==> config.mk <==
export PLATFORM = sky130hd
export DESIGN_NAME = interrupt_accept_timing
export DESIGN_NICKNAME = d
export VERILOG_FILES = /design/src/verilog/interrupt_accept_timing.v
export VERILOG_INCLUDE_DIRS = /design/src /design/src/pkg
export SDC_FILE = /design/constraint.sdc
export NUM_CORES = 1
export LEC_CHECK = 0
export BUFFER_PORTS_ARGS = -buffer_cell sky130_fd_sc_hd__buf_2
export CAP_MARGIN = 20
export CELL_PAD_IN_SITES_DETAIL_PLACEMENT = 0
export CELL_PAD_IN_SITES_GLOBAL_PLACEMENT = 2
export CORE_MARGIN = 2
export CORE_UTILIZATION = 28
export CTS_CLUSTER_SIZE = 10
export DETAILED_ROUTE_END_ITERATION = 7
export PLACE_DENSITY = 0.89
export SKIP_CTS_REPAIR_TIMING = 1
export SLEW_MARGIN = 5
export SYNTH_ARGS = -nofsm -noshare
export SYNTH_HDL_FRONTEND = slang
export SYNTH_SLANG_ARGS = --single-unit
==> constraint.sdc <==
create_clock -name clock -period 3.8 [get_ports clock]
set_input_delay 0.19 -clock clock [delete_from_list [all_inputs] [get_ports clock]]
set_output_delay 0.19 -clock clock [all_outputs]
set_load 0.02 [all_outputs]
==> src/pkg/interrupt_accept_timing_defs.vh <==
// Offsets, field positions, reset values and state counts of the interrupt acceptance block
`ifndef INTERRUPT_ACCEPT_TIMING_DEFS_VH
`define INTERRUPT_ACCEPT_TIMING_DEFS_VH

// Register byte offsets
`define SYS_CTRL_OFFSET      8'h00
`define EXT_ENABLE_OFFSET    8'h04
`define EXT_STATUS_OFFSET    8'h08
`define COND_CODE_OFFSET     8'h0c
`define SEQ_STATUS_OFFSET    8'h10
`define STACKED_PC_OFFSET    8'h14

// System control fields
`define NMI_EDGE_BIT         0
`define USER_MASK_MODE_BIT   1
`define MEM_TYPE_LSB         2
`define MEM_TYPE_MSB         4
`define WAIT_LSB             5
`define WAIT_MSB             6

// Condition code fields
`define COND_MASK_BIT        7
`define COND_USER_MASK_BIT   6

// Reset values
`define SYS_CTRL_RESET       8'h02
`define COND_CODE_RESET      8'h80

// Memory types
`define MEM_ONCHIP           3'h0
`define MEM_8BIT_2STATE      3'h1
`define MEM_8BIT_3STATE      3'h2
`define MEM_16BIT_2STATE     3'h3
`define MEM_16BIT_3STATE     3'h4

// State counts
`define PRIO_EXT_STATES      5'h02
`define PRIO_INT_STATES      5'h01
`define INT_PROC_HALF_STATES 5'h02
`define COST_ONCHIP          5'h04
`define COST_8BIT_2STATE     5'h08
`define COST_8BIT_3STATE     5'h0c
`define COST_16BIT_2STATE    5'h04
`define COST_16BIT_3STATE    5'h06

// Instruction codes
`define BREAK_ENTER_CODE     16'h5770
`define BREAK_RETURN_CODE    16'h56f0

`endif

==> src/verilog/interrupt_accept_timing.v <==
// Interrupt acceptance timing, inhibition and break mode logic with an AHB-Lite register slave
`timescale 1ns/1ps
//
// Summary of operation
// - Priority decision: external two states, internal one
// - Wait for current instruction end first
// - Stack save and vector fetch cost per memory
// - Prefetch after acceptance and first service instruction
// - Four internal processing states split in two
// - Wait states lengthen stack, vector, prefetch steps
// - Cleared enable keeps request until instruction end
// - Higher pending request wins over cleared one
// - Condition register instructions defer acceptance one instruction
// - Byte block move blocks every interrupt
// - Word block move: only NMI, at boundary
// - Split word move stacks following instruction address
// - Flag cleared by writing zero; one keeps
// - Newly set flag survives a zero written in the same cycle
// - NMI edge chosen by system control bit
// - Break code enters break mode, blocks, halts watchdog
// - Return-from-break code leaves break mode
// - Reset ends break mode
// - NMI never masked; others need mask bit clear, external also enable
// - User mask mode sets both mask bits
`include "interrupt_accept_timing_defs.vh"

module interrupt_accept_timing #(
  parameter EXT_COUNT = 6,
  parameter INT_COUNT = 8
) (
  input  wire                 clock,
  input  wire                 reset,
  input  wire                 hsel,
  input  wire [31:0]          haddr,
  input  wire [1:0]           htrans,
  input  wire                 hwrite,
  input  wire [2:0]           hsize,
  input  wire [31:0]          hwdata,
  input  wire                 hready,
  output wire                 hreadyout,
  output wire                 hresp,
  output reg  [31:0]          hrdata,
  input  wire                 nmiPin,
  input  wire [EXT_COUNT-1:0] extIrqPinN,
  input  wire [INT_COUNT-1:0] intReq,
  input  wire                 instrDone,
  input  wire [15:0]          instrCode,
  input  wire                 condRegInstr,
  input  wire                 blockMoveByteCount,
  input  wire                 blockMoveWordCount,
  input  wire                 transferBoundary,
  input  wire [23:0]          resumeAddr,
  input  wire [23:0]          blockMoveNextAddr,
  output reg  [3:0]           seqState,
  output reg  [3:0]           acceptedSource,
  output reg  [23:0]          stackedPc,
  output reg                  acceptPulse,
  output reg                  serviceStart,
  output reg                  maskBit,
  output reg                  userMaskBit,
  output reg                  breakMode,
  output wire                 watchdogHalt
);

  localparam SRC_COUNT = 1 + EXT_COUNT + INT_COUNT;
  localparam [3:0] SRC_NONE = 4'hf;
  localparam [3:0] S_IDLE = 4'h0;
  localparam [3:0] S_PRIO = 4'h1;
  localparam [3:0] S_WAITEND = 4'h2;
  localparam [3:0] S_PREF_A = 4'h3;
  localparam [3:0] S_INT_A = 4'h4;
  localparam [3:0] S_STACK = 4'h5;
  localparam [3:0] S_VECTOR = 4'h6;
  localparam [3:0] S_PREF_B = 4'h7;
  localparam [3:0] S_INT_B = 4'h8;
  localparam [7:0] COND_RESET = `COND_CODE_RESET;

  // Lowest index wins: NMI, then external, then internal
  function [3:0] bestSource;
    input [SRC_COUNT-1:0] pend;
    integer i;
    begin
      bestSource = SRC_NONE;
      for (i = SRC_COUNT - 1; i >= 0; i = i - 1) begin
        if (pend[i]) begin
          bestSource = i[3:0];
        end
      end
    end
  endfunction

  // Length of one access step minus one, wait states added
  function [4:0] stepLoad;
    input [2:0] memType;
    input [1:0] waits;
    input       half;
    reg   [4:0] base;
    begin
      case (memType)
        `MEM_ONCHIP:       base = `COST_ONCHIP;
        `MEM_8BIT_2STATE:  base = `COST_8BIT_2STATE;
        `MEM_8BIT_3STATE:  base = `COST_8BIT_3STATE;
        `MEM_16BIT_2STATE: base = `COST_16BIT_2STATE;
        `MEM_16BIT_3STATE: base = `COST_16BIT_3STATE;
        default:           base = `COST_ONCHIP;
      endcase
      if (half) begin
        base = base >> 1;
      end
      stepLoad = base + {3'h0, waits} - 5'h01;
    end
  endfunction

  reg  [7:0]           sysCtrl_q;
  reg  [EXT_COUNT-1:0] extEnable_q;
  reg  [EXT_COUNT-1:0] extFlag_q;
  reg  [EXT_COUNT-1:0] extFlag_d;
  reg                  nmiPend_q;
  reg                  nmiPend_d;
  reg  [EXT_COUNT-1:0] extMeta_q;
  reg  [EXT_COUNT-1:0] extSync_q;
  reg  [EXT_COUNT-1:0] extLast_q;
  reg                  nmiMeta_q;
  reg                  nmiSync_q;
  reg                  nmiLast_q;
  reg                  dataWrite_q;
  reg  [7:0]           addr_q;
  reg  [4:0]           cnt_q;
  reg  [3:0]           src_q;
  reg  [31:0]          readData;

  wire                 addrPhase = hsel && htrans[1] && hready;
  wire [EXT_COUNT-1:0] extFall = extLast_q & ~extSync_q;
  wire                 nmiRise = ~nmiLast_q & nmiSync_q;
  wire                 nmiFall = nmiLast_q & ~nmiSync_q;
  wire                 nmiEdge = sysCtrl_q[`NMI_EDGE_BIT] ? nmiRise : nmiFall;
  wire                 wrSys = dataWrite_q && (addr_q == `SYS_CTRL_OFFSET);
  wire                 wrEnable = dataWrite_q && (addr_q == `EXT_ENABLE_OFFSET);
  wire                 wrStatus = dataWrite_q && (addr_q == `EXT_STATUS_OFFSET);
  wire                 wrCond = dataWrite_q && (addr_q == `COND_CODE_OFFSET);
  wire [2:0]           memType = sysCtrl_q[`MEM_TYPE_MSB:`MEM_TYPE_LSB];
  wire [1:0]           waits = sysCtrl_q[`WAIT_MSB:`WAIT_LSB];
  wire                 userMaskMode = ~sysCtrl_q[`USER_MASK_MODE_BIT];
  wire [SRC_COUNT-1:0] pending = {intReq & {INT_COUNT{~maskBit}},
                                  extFlag_q & extEnable_q & {EXT_COUNT{~maskBit}},
                                  nmiPend_q};
  wire [3:0]           curBest = bestSource(pending);
  wire [3:0]           finalSrc = (curBest < src_q) ? curBest : src_q;
  wire                 isBreakEnter = instrDone && (instrCode == `BREAK_ENTER_CODE);
  wire                 isBreakReturn = instrDone && (instrCode == `BREAK_RETURN_CODE);
  wire                 instrAccept = instrDone && !condRegInstr && !isBreakEnter
                                     && !blockMoveByteCount && !blockMoveWordCount;
  wire                 wordNmiAccept = blockMoveWordCount && transferBoundary && nmiPend_q
                                       && !blockMoveByteCount;
  wire                 acceptNow = !breakMode && (instrAccept || wordNmiAccept);
  wire [3:0]           acceptSrc = wordNmiAccept ? 4'h0 : finalSrc;
  wire                 acceptOk = (acceptSrc == 4'h0) || ((acceptSrc != SRC_NONE) && !maskBit);
  wire                 takeNow = (seqState == S_WAITEND) && acceptNow && acceptOk;

  assign hreadyout = 1'b1;
  assign hresp = 1'b0;
  assign watchdogHalt = breakMode;

  always @* begin
    case (haddr[7:0])
      `SYS_CTRL_OFFSET:   readData = {24'h00_0000, sysCtrl_q};
      `EXT_ENABLE_OFFSET: readData = {{(32-EXT_COUNT){1'b0}}, extEnable_q};
      `EXT_STATUS_OFFSET: readData = {{(32-EXT_COUNT){1'b0}}, extFlag_q};
      `COND_CODE_OFFSET:  readData = {24'h00_0000, maskBit, userMaskBit, 6'h00};
      `SEQ_STATUS_OFFSET: readData = {22'h00_0000, nmiPend_q, breakMode, acceptedSource, seqState};
      `STACKED_PC_OFFSET: readData = {8'h00, stackedPc};
      default:            readData = 32'h0000_0000;
    endcase
  end

  always @* begin
    extFlag_d = extFlag_q;
    if (wrStatus) begin
      extFlag_d = extFlag_q & hwdata[EXT_COUNT-1:0];
    end
    extFlag_d = extFlag_d | extFall;
    nmiPend_d = nmiPend_q;
    if (takeNow && (acceptSrc == 4'h0)) begin
      nmiPend_d = 1'b0;
    end
    nmiPend_d = nmiPend_d | nmiEdge;
  end

  // Pin synchronisers and edge history
  always @(posedge clock) begin
    if (reset) begin
      extMeta_q <= {EXT_COUNT{1'b1}};
      extSync_q <= {EXT_COUNT{1'b1}};
      extLast_q <= {EXT_COUNT{1'b1}};
      nmiMeta_q <= 1'b0;
      nmiSync_q <= 1'b0;
      nmiLast_q <= 1'b0;
    end else begin
      extMeta_q <= extIrqPinN;
      extSync_q <= extMeta_q;
      extLast_q <= extSync_q;
      nmiMeta_q <= nmiPin;
      nmiSync_q <= nmiMeta_q;
      nmiLast_q <= nmiSync_q;
    end
  end

  // Bus slave and software registers
  always @(posedge clock) begin
    if (reset) begin
      dataWrite_q <= 1'b0;
      addr_q <= 8'h00;
      hrdata <= 32'h0000_0000;
      sysCtrl_q <= `SYS_CTRL_RESET;
      extEnable_q <= {EXT_COUNT{1'b0}};
      extFlag_q <= {EXT_COUNT{1'b0}};
      nmiPend_q <= 1'b0;
    end else begin
      dataWrite_q <= addrPhase && hwrite;
      if (addrPhase) begin
        addr_q <= haddr[7:0];
      end
      if (addrPhase && !hwrite) begin
        hrdata <= readData;
      end
      if (wrSys) begin
        sysCtrl_q <= hwdata[7:0];
      end
      if (wrEnable) begin
        extEnable_q <= hwdata[EXT_COUNT-1:0];
      end
      extFlag_q <= extFlag_d;
      nmiPend_q <= nmiPend_d;
    end
  end

  // Break mode
  always @(posedge clock) begin
    if (reset) begin
      breakMode <= 1'b0;
    end else if (isBreakEnter) begin
      breakMode <= 1'b1;
    end else if (isBreakReturn) begin
      breakMode <= 1'b0;
    end
  end

  // Interrupt sequence, one state per system clock cycle
  always @(posedge clock) begin
    if (reset) begin
      seqState <= S_IDLE;
      cnt_q <= 5'h00;
      src_q <= SRC_NONE;
      acceptedSource <= SRC_NONE;
      stackedPc <= 24'h00_0000;
      acceptPulse <= 1'b0;
      serviceStart <= 1'b0;
      maskBit <= COND_RESET[`COND_MASK_BIT];
      userMaskBit <= 1'b0;
    end else begin
      acceptPulse <= 1'b0;
      serviceStart <= 1'b0;
      if (wrCond) begin
        maskBit <= hwdata[`COND_MASK_BIT];
        userMaskBit <= hwdata[`COND_USER_MASK_BIT];
      end
      case (seqState)
        S_IDLE: begin
          if (curBest != SRC_NONE) begin
            src_q <= curBest;
            seqState <= S_PRIO;
            if (curBest <= EXT_COUNT) begin
              cnt_q <= `PRIO_EXT_STATES - 5'h01;
            end else begin
              cnt_q <= `PRIO_INT_STATES - 5'h01;
            end
          end
        end
        S_PRIO: begin
          if (cnt_q == 5'h00) begin
            seqState <= S_WAITEND;
          end else begin
            cnt_q <= cnt_q - 5'h01;
          end
        end
        S_WAITEND: begin
          if (acceptNow && !acceptOk) begin
            seqState <= S_IDLE;
          end else if (takeNow) begin
            acceptedSource <= acceptSrc;
            stackedPc <= wordNmiAccept ? blockMoveNextAddr : resumeAddr;
            acceptPulse <= 1'b1;
            cnt_q <= stepLoad(memType, waits, 1'b1);
            seqState <= S_PREF_A;
          end
        end
        S_PREF_A: begin
          if (cnt_q == 5'h00) begin
            cnt_q <= `INT_PROC_HALF_STATES - 5'h01;
            seqState <= S_INT_A;
          end else begin
            cnt_q <= cnt_q - 5'h01;
          end
        end
        S_INT_A: begin
          if (cnt_q == 5'h00) begin
            cnt_q <= stepLoad(memType, waits, 1'b0);
            seqState <= S_STACK;
          end else begin
            cnt_q <= cnt_q - 5'h01;
          end
        end
        S_STACK: begin
          if (cnt_q == 5'h00) begin
            maskBit <= 1'b1;
            userMaskBit <= (wrCond ? hwdata[`COND_USER_MASK_BIT] : userMaskBit) | userMaskMode;
            cnt_q <= stepLoad(memType, waits, 1'b0);
            seqState <= S_VECTOR;
          end else begin
            cnt_q <= cnt_q - 5'h01;
          end
        end
        S_VECTOR: begin
          if (cnt_q == 5'h00) begin
            cnt_q <= stepLoad(memType, waits, 1'b1);
            seqState <= S_PREF_B;
          end else begin
            cnt_q <= cnt_q - 5'h01;
          end
        end
        S_PREF_B: begin
          if (cnt_q == 5'h00) begin
            cnt_q <= `INT_PROC_HALF_STATES - 5'h01;
            seqState <= S_INT_B;
          end else begin
            cnt_q <= cnt_q - 5'h01;
          end
        end
        S_INT_B: begin
          if (cnt_q == 5'h00) begin
            serviceStart <= 1'b1;
            src_q <= SRC_NONE;
            seqState <= S_IDLE;
          end else begin
            cnt_q <= cnt_q - 5'h01;
          end
        end
        default: begin
          seqState <= S_IDLE;
        end
      endcase
    end
  end

endmodule // interrupt_accept_timing

* Word-level counts from Yosys, hierarchy flattened
Cells that the tools add are included.
** Word-level totals
- Register bits after elaboration :: 129
- Bits in latches :: 0
- RAM bits :: 0
- Bits in read-only memories :: 0
- Input bits :: 158
- Output and inout bits :: 72
- Word-level logic and storage cells :: 205
- Memories kept :: 0
** Cells by class
- $add $sub $neg :: 9
- Multiply operators :: 0
- Divide/modulo/power cells :: 0
- $lt $le $gt $ge :: 2
- Equality and inequality tests :: 35
- Shift-type cells :: 0
- Mux-type cells :: 69
- Bitwise gates (word level) :: 18
- Reductions and logical operators :: 49
** Operators with widths (number)
- $pmux 24 s6 :: 1
- $mux 4 :: 26
- $mux 5 :: 20
- $pmux 4 s9 :: 1
- $pmux 5 s7 :: 1
- $eq 16x15->1 const B :: 2
- $eq 8x4->1 const B :: 4
- $sub 5x1->5 const B :: 5
- $and 6x6->6 :: 4
- $mux 24 :: 1
- $logic_and 1x1->1 :: 23
- $ne 2x2->1 const B :: 11
- $add 5x2->5 :: 4
- $eq 4x3->1 const B :: 4
- $eq 8x3->1 const B :: 2
- $eq 8x5->1 const B :: 2
- $logic_not 8->1 :: 2
- $mux 1 :: 14
- $pmux 4 s3 :: 1
- $reduce_and 9->1 :: 1
- $and 8x8->8 :: 1
- $eq 4x2->1 const B :: 2
- $logic_not 1->1 :: 8
- $logic_not 4->1 :: 2
- 25 further kinds :: 40

* Longest topological paths before layout
Gate-level depths: netlist of run 1.
- Word-level depth :: 33
- Gate-level depth with buffers :: 16
- Mapped depth without buffers :: 14

* Worst setup path before layout of run 1
OpenSTA, ideal clock, no wires.
- Kind :: flip-flop to flip-flop
- From :: register maskBit
- To :: register acceptedSource[3]
- Setup time :: 0.129 ns
- Data arrival time :: 3.134 ns
- Required time :: 3.671 ns
- Path slack :: 0.537 ns
- Stages on the path, launching flop included :: 16
- Path buffers :: 2
- Period minus slack after synthesis :: 3.263 ns
- Cells stage by stage :: dfxtp_1 -> buf_4 -> and3b_1 -> a211oi_1 -> nor2b_2 -> ha_1 -> a21oi_1 -> nand2_1 -> inv_1 -> or4_1 -> o311ai_4 -> a21oi_2 -> nor3_4 -> buf_4 -> mux2i_1 -> nand2_1
** On the way
- Longest elaborated chain between the ends :: 27
- Elaborated cells on any way between the ends :: 31
- Classes of those cells :: 1 x order compare; 1 x eq/ne; 17 x mux; 4 x bitwise; 8 x reduce/logical
** RTL lines
- start, declared :: line interrupt_accept_timing.v:59 : output reg maskBit,
- start signal, assigned :: line interrupt_accept_timing.v:258 : maskBit <= COND_RESET[`COND_MASK_BIT];
- start signal, assigned :: line interrupt_accept_timing.v:264 : maskBit <= hwdata[`COND_MASK_BIT];
- $not 1->1 :: line interrupt_accept_timing.v:144, interrupt_accept_timing.v:145
- $and 8x8->8 :: line interrupt_accept_timing.v:144 : wire [SRC_COUNT-1:0] pending = {intReq & {INT_COUNT{~maskBit}},
- $mux 1 :: line interrupt_accept_timing.v:85 : if (pend[i]) begin
- $mux 2 (2 in a row) :: line interrupt_accept_timing.v:85
- $mux 4 (12 in a row) :: line interrupt_accept_timing.v:85
- $lt 4x4->1 :: line interrupt_accept_timing.v:148 : wire [3:0] finalSrc = (curBest < src_q) ? curBest : src_q;
- $mux 4 :: line interrupt_accept_timing.v:148
- $mux 4 :: line interrupt_accept_timing.v:156 : wire [3:0] acceptSrc = wordNmiAccept ? 4'h0 : finalSrc;
- $ne 4x4->1 :: line interrupt_accept_timing.v:157 : wire acceptOk = (acceptSrc == 4'h0) || ((acceptSrc != SRC_NONE) && !maskBit);
- $logic_and 1x1->1 :: line interrupt_accept_timing.v:157
- $logic_or 1x1->1 :: line interrupt_accept_timing.v:157
- $logic_not 1->1 :: line interrupt_accept_timing.v:287 : if (acceptNow && !acceptOk) begin
- $logic_and 1x1->1 :: line interrupt_accept_timing.v:287
- $not 1->1 (no source line)
- $reduce_and 3->1 (no source line)
- end signal, assigned :: line interrupt_accept_timing.v:290 : acceptedSource <= acceptSrc;
- end, declared :: line interrupt_accept_timing.v:55 : output reg [3:0] acceptedSource,
Several ways; a longest one is shown, not always the timed one.
A chain may end at the register's enable or synchronous reset.

* Worst setup path after layout of run 1
- From :: register extFlag_q[2]
- To :: register cnt_q[3]
** On the way
- Longest elaborated chain between the ends :: 16
- Elaborated cells on any way between the ends :: 21
- Classes of those cells :: 1 x order compare; 5 x eq/ne; 6 x mux; 2 x bitwise; 7 x reduce/logical
** RTL lines
- start, declared :: line interrupt_accept_timing.v:116 : reg [EXT_COUNT-1:0] extFlag_q;
- start signal, assigned :: line interrupt_accept_timing.v:216 : extFlag_q <= {EXT_COUNT{1'b0}};
- start signal, assigned :: line interrupt_accept_timing.v:232 : extFlag_q <= extFlag_d;
- $and 6x6->6 * (2 in a row) :: line interrupt_accept_timing.v:145 : extFlag_q & extEnable_q & {EXT_COUNT{~maskBit}},
- $mux 4 * (4 in a row) :: line interrupt_accept_timing.v:85
- $lt 4x4->1 :: line interrupt_accept_timing.v:148
- $mux 4 :: line interrupt_accept_timing.v:148
- $mux 4 :: line interrupt_accept_timing.v:156
- $ne 4x4->1 :: line interrupt_accept_timing.v:157
- $logic_and 1x1->1 :: line interrupt_accept_timing.v:157
- $logic_or 1x1->1 :: line interrupt_accept_timing.v:157
- $logic_not 1->1 :: line interrupt_accept_timing.v:287
- $logic_and 1x1->1 :: line interrupt_accept_timing.v:287
- $ne 2x2->1 (no source line)
- $reduce_and 5->1 (no source line) *
- end signal, assigned :: line interrupt_accept_timing.v:283 : cnt_q <= cnt_q - 5'h01;
- end signal, assigned :: line interrupt_accept_timing.v:293 : cnt_q <= stepLoad(memType, waits, 1'b1);
- end signal, assigned :: line interrupt_accept_timing.v:299 : cnt_q <= `INT_PROC_HALF_STATES - 5'h01;
- end, declared :: line interrupt_accept_timing.v:128 : reg [4:0] cnt_q;
Mark *: on every way between the ends. The rest lies on a longest branch, timed or not.

==> run_results.csv, run 1 <==
group,metric,value,unit
status,status,"finished, violations left",
status,failed_checks,"negative hold slack",
floorplanning,core-area,0.0210,mm²
critical_path,cp.arrival,3.84,ns
floorplanning,die_h,151,µm
grt,grt_use_total,0.153,
place,pre_cts_slack,0.178,ns
critical_path,startpoint_type,"flip-flop",
timing,setup_slack,0.268,ns
route,via_per_inst,4.85,
timing,rsz0062_at_grt,"no",
critical_path,rrSetupSlack,0.27,ns
floorplanning,io_pins,230,
clock_network,clkSinkCount,121,
cells_and_area,final_nets,1012,
critical_path,cp_max_fo,10,
critical_path,cp-endpoint,"cnt_q[3]",
cells_and_area,layout-drive-gt1-share,0.316,
critical_path,cp.depth,13,
timing,tightest_slew,0.989,ns
route,detail-route-antenna-nets,0,
floorplanning,initial_utilization,0.286,
grt,antenna_found_initial,1,
yosys,synthesis.instances,674,
cells_and_area,layout_common_cells,"buf_2, dfxtp_1, nor2_1",
grt,grt_pass1_wl,26.6,mm
clock_network,cts_tree,"built",
cells_and_area,final_core_util,0.368,
route,dr.pass1.iters,4,
route,drc_errors,0,
route,wl_per_cell,15.7,µm
grt,grt_start_max_net_pins,64,
timing,holdWs,-0.0113,ns
floorplanning,dieArea,0.0227,mm²
timing,fmax,283,MHz
yosys,synth.avg_cell_area,8.92,µm²
critical_path,crit_path_start,"extFlag_q[2]",
clock_network,cts-root-buf,"clkbuf_16",
power_and_ir_drop,powerDensity,460,mW/mm²
critical_path,cp.required,4.11,ns
critical_path,crit_type,"flip-flop to flip-flop",
timing,setup_viol,0,
critical_path,cpMostUsedCell,"o211ai_1",
grt,grt_overflow,0,
route,drtIter0Drc,311,
clock_network,clockBufferDepth,2,
floorplanning,row_count,53,
min_path,hold_path_class,"input pin to flip-flop",
power_and_ir_drop,ir_drop,0.296,mV
timing,tns,0,ns
cells_and_area,antennaDiodeCount,0,
grt,first_global_vias,4979,
power_and_ir_drop,p_leak,3.44,nW
cells_and_area,final_common_cell,"buf_2",
clock_network,clk_pin_slew_worst_paths,0.06,ns
place,dpl.hpwl,13.1,mm
critical_path,cpLargestDelayFamily,"compound AO/OA/AOI/OAI gates",
yosys,synth_cell_types,67,
yosys,syn-cell-area,0.00601,mm²
route,finalWirelength,17.8,mm
cells_and_area,stdcell_count,1129,
critical_path,rr_worst_depth,13,
timing,hold_viol_final,1,
timing,max_slew_margin,0.340,
yosys,ys_ff_latch,121,
critical_path,end_kind,"flip-flop",
critical_path,timing.rr.start,"extFlag_q[2]",
timing,fin_skew,0.0115,ns
yosys,yosysSeqAreaShare,0.403,
clock_network,cts_buffers,17,
critical_path,slowest_stage,"or4_1",
yosys,async_flop_share,0,
timing,slew_violations,0,
clock_network,h-tree-depth,4,
place,place_inst,1089,
timing,fin_crit_sh,0.930,
run,cap_violations,0,
yosys,synthFlopType,"dfxtp_1",
min_path,hold_start,"nmiPin",
place,port_buffers,167,
critical_path,rr_endpoint,"cnt_q[3]",
clock_network,clock_latency,0.42,ns
critical_path,path_cells,"a22o_1, a211oi_1, nor2b_2, ha_1, a21oi_1, nand2_1, inv_1, or4_1, o311ai_4, o211ai_1, o21ai_2, o211ai_1, a32o_1",
timing,min_period,3.53,ns
critical_path,critPathBufInv,1,
route,vias,5477,
yosys,synth_edf_count,0,
floorplanning,die_x,151,µm
critical_path,max_stage_delay,0.46,ns
cells_and_area,area_growth,28.5,%
place,place_congestion,0.816,
cells_and_area,fillers,2203,
yosys,ys_warn_count,0,
logic make-up (layout without fill, tap and decap cells):
| kind of cell | Yosys count | after routing | share of synthesized area |
|---|---|---|---|
| fa+ha+maj | 13 | 13 | 0.0295 |
| simple gates | 231 | 231 | 0.192 |
| flops | 121 | 121 | 0.403 |
| compound gates | 180 | 180 | 0.228 |
| mux | 50 | 50 | 0.0843 |
| buf+inv | 73 | 245 | 0.0566 |
| other cells | 2 | 10 | 0.00125 |
| xor+xnor | 4 | 4 | 0.00583 |
synth_stat cells, types with 15 or more instances:
library cell,count,share of area
dfxtp_1,121,0.40
nor2_1,84,0.052
mux2i_1,45,0.075
nand2_1,45,0.028
a21oi_1,38,0.032
a22oi_1,30,0.037
clkbuf_1,30,0.019
o21ai_0,28,0.023
inv_1,21,0.013
a211oi_2,19,0.040
or2_2,19,0.020
buf_4,15,0.019
nor3_1,15,0.012
worst reg2reg max path: stages (launching register included):
cell and delay, ns:
dfxtp_1 0.35, a22o_1 0.27, a211oi_1 0.37, nor2b_2 0.35
ha_1 0.23, a21oi_1 0.09, nand2_1 0.11, inv_1 0.08
or4_1 0.46, o311ai_4 0.14, o211ai_1 0.16, o21ai_2 0.39
o211ai_1 0.16, a32o_1 0.28
layout make-up:
cell class                 count  area (µm²)  share of cell area
clock buffer                  18         429              0.0555
clock inverter                14         125              0.0162
inverter                      22        82.6              0.0107
multi-input combinational    488        3280               0.424
sequential                   121        2420               0.313
tap                          275         344              0.0445
timing repair buffer         191        1050               0.135
how the worst min path moves through the flow:
stage	end	slack [ns]	cells after the start
after floorplan	extMeta_q[0]	0.29	1
after global placement	extMeta_q[2]	0.38	2
after detailed placement	extMeta_q[4]	0.37	2
after CTS	extMeta_q[4]	-0.07	2
after global routing	nmiMeta_q	0.01	2
final	nmiMeta_q	-0.01	2
state kept, by name, summed over array words and instances, names as in the netlist:
signal / flops
acceptPulse: 1
acceptedSource: 4
addr_q: 8
breakMode: 1
cnt_q: 5
dataWrite_q: 1
extEnable_q: 6
extFlag_q: 6
extLast_q: 6
extMeta_q: 6
extSync_q: 6
hrdata: 24
maskBit: 1
nmiLast_q: 1
nmiMeta_q: 1
nmiPend_q: 1
nmiSync_q: 1
seqState: 4
serviceStart: 1
src_q: 4
stackedPc: 24
sysCtrl_q: 8
userMaskBit: 1
metrics by stage:
step | power [mW] | instance area [µm²]
after floorplan | 1.87 | 6040
after global placement | 2.07 | 7100
after detailed placement | 2.07 | 7100
after CTS | 3.60 | 7650
after global routing | 3.74 | 7730
final | 3.56 | 7730
metal layers:
layer | up-vias | share of wire | track usage
met5 | - | 0.00073 | 0
met2 | 137 | 0.48 | 0.245
met1 | 2551 | 0.45 | 0.194
li1 | 2762 | - | -
met4 | 2 | 0.018 | 0.0575
met3 | 25 | 0.057 | 0.0430
where the power goes:
part,internal [mW],total [mW],switching [mW]
sequential,1.31,1.36,0.0487
combinational,0.280,0.693,0.413
clock,0.899,1.50,0.605
No activity file was read; power rests on OpenSTA's default activity.
==> run 2: changes to the inputs <==
--- a/config.mk
+++ b/config.mk
@@ -10,6 +10,7 @@
 export CAP_MARGIN = 20
 export CELL_PAD_IN_SITES_DETAIL_PLACEMENT = 0
 export CELL_PAD_IN_SITES_GLOBAL_PLACEMENT = 2
+export CORE_ASPECT_RATIO = 0.6
 export CORE_MARGIN = 2
 export CORE_UTILIZATION = 28
 export CTS_CLUSTER_SIZE = 10
==> run 2 against run 1 <==
The run now ends clean; final area is 2.0% higher; hold slack improved by 0.047 ns; core utilization increased by 0.72 points; via count increased by 0.62%; critical endpoint is now stackedPc[23]; largest cell class unchanged.
==> run_results.csv, run 2 (synthesis gave the netlist of run 1 again) <==
group,metric,value,unit
status,status,"finished clean",
critical_path,startpoint_type,"flip-flop",
cells_and_area,register_area,0.00242,mm²
clock_network,h-tree-depth,4,
power_and_ir_drop,p_leak,3.51,nW
cells_and_area,top_regs,"hrdata: 24 flops, stackedPc: 24 flops",
clock_network,clockBufferDepth,2,
grt,grt_overflow,0,
timing,max_slew_margin,0.337,
critical_path,cp_max_fo,31,
cells_and_area,fillers,2210,
clock_network,cts-root-buf,"clkbuf_16",
critical_path,rrSetupSlack,0.32,ns
min_path,hold_path_class,"input pin to flip-flop",
route,vias,5511,
route,drc_errors,0,
floorplanning,row_count,41,
floorplanning,io_pins,230,
cells_and_area,final_common_cell,"buf_2",
grt,antenna_found_initial,0,
min_path,hold_end,"addr_q[5]",
floorplanning,core-area,0.0210,mm²
clock_network,clkSinkCount,121,
place,place_area,0.00716,mm²
cells_and_area,area_growth,31.1,%
floorplanning,initial_utilization,0.286,
run,cap_violations,0,
timing,fmax,287,MHz
cells_and_area,layout-drive-gt1-share,0.321,
power_and_ir_drop,powerDensity,485,mW/mm²
min_path,hold_start,"haddr[5]",
min_path,hold_depth,3,
clock_network,cts_tree,"built",
grt,first_global_vias,5151,
critical_path,cp.arrival,3.82,ns
timing,tightest_slew,0.994,ns
timing,hold_viol_final,0,
critical_path,rr_worst_depth,14,
place,place_congestion,0.847,
route,drtIter0Drc,439,
grt,grt_start_max_net_pins,52,
timing,fin_skew,0.0120,ns
place,dpl.hpwl,13.9,mm
critical_path,cp.required,4.13,ns
timing,setup_viol,0,
route,dr.pass1.iters,6,
route,finalWirelength,18.2,mm
grt,grt_pass1_wl,28.5,mm
floorplanning,die_x,193,µm
cells_and_area,multi_input_area,0.00329,mm²
grt,grt_use_total,0.161,
place,port_buffers,167,
critical_path,rr_endpoint,"stackedPc[23]",
clock_network,cts_buffers,17,
cells_and_area,layout_common_cells,"buf_2, dfxtp_1, nor2_1",
cells_and_area,final_area,0.00789,mm²
timing,min_period,3.48,ns
critical_path,crit_type,"flip-flop to flip-flop",
timing,tns,0,ns
floorplanning,dieArea,0.0227,mm²
route,wl_per_cell,15.9,µm
timing,rsz0062_at_grt,"no",
critical_path,timing.rr.start,"maskBit",
floorplanning,die_h,118,µm
route,via_per_inst,4.83,
timing,slew_violations,0,
timing,fin_crit_sh,0.917,
power_and_ir_drop,ir_drop,0.327,mV
clock_network,clk_pin_slew_worst_paths,0.05,ns
cells_and_area,final_nets,1019,
critical_path,end_kind,"flip-flop",
clock_network,clock_latency,0.41,ns
route,detail-route-antenna-nets,0,
[run 2: critical path, stage by stage (launching register included)]
cell and delay (ns):
dfxtp_1 0.44, and3b_1 0.24, a211oi_1 0.33, nand2_1 0.20, inv_1 0.09, ha_1 0.25
a21oi_1 0.21, nand3b_1 0.15, a21o_1 0.21, o311ai_4 0.28, a21oi_2 0.13, nor3_4 0.36
buf_12 0.25, nor2_1 0.07, a211oi_2 0.18
[run 2: area by class of cell]
type | instances | share of cell area
multi-input cells | 488 | 0.417
clock inverters | 10 | 0.0209
inverters | 22 | 0.0105
diodes | 1 | 0.000317
well taps | 279 | 0.0443
repair buffers | 198 | 0.140
flip-flops and latches | 121 | 0.307
clock buffers | 22 | 0.0601
[run 2: routing by layer]
| layer | part of all wire | vias up | wire length (µm) | global-route usage |
|---|---|---|---|---|
| met5 | 0 | - | 0 | 0 |
| met2 | 0.38 | 169 | 6940 | 0.209 |
| li1 | - | 2767 | - | - |
| met1 | 0.53 | 2563 | 9660 | 0.255 |
| met4 | 0.0091 | 0 | 165 | 0.0327 |
| met3 | 0.078 | 12 | 1410 | 0.0495 |
[run 2: how the worst max path moves through the flow]
stage          startpoint           endpoint  slack, ns  cells after the start
2_1_floorplan     maskBit  acceptedSource[3]       0.54                     15
3_3_place_gp      maskBit      stackedPc[23]       0.31                     14
3_5_place_dp      maskBit      stackedPc[14]       0.31                     14
6_report          maskBit      stackedPc[23]       0.32                     14
5_1_grt           maskBit      stackedPc[13]      0.003                     14
4_1_cts           maskBit      stackedPc[14]       0.29                     14
[run 2: per-stage QoR]
step	total power, mW	utilization	cells	hold slack [ns]	setup WS (ns)
final	3.82	0.375	1141	0.0360	0.316
after global routing	4.01	0.375	1140	0.0233	0.00340
after CTS	3.85	0.371	1132	-0.0574	0.289
after detailed placement	2.09	0.341	1100	0.378	0.310
after global placement	2.09	0.341	1100	0.376	0.308
after floorplan	1.87	-	682	0.294	0.537
[run 2: where the power goes]
part / switching (mW) / internal, mW / total (mW)
Sequential: 0.0691 / 1.31 / 1.38
Clock: 0.595 / 1.15 / 1.75
Combinational: 0.413 / 0.282 / 0.696
Total: 1.08 / 2.75 / 3.82
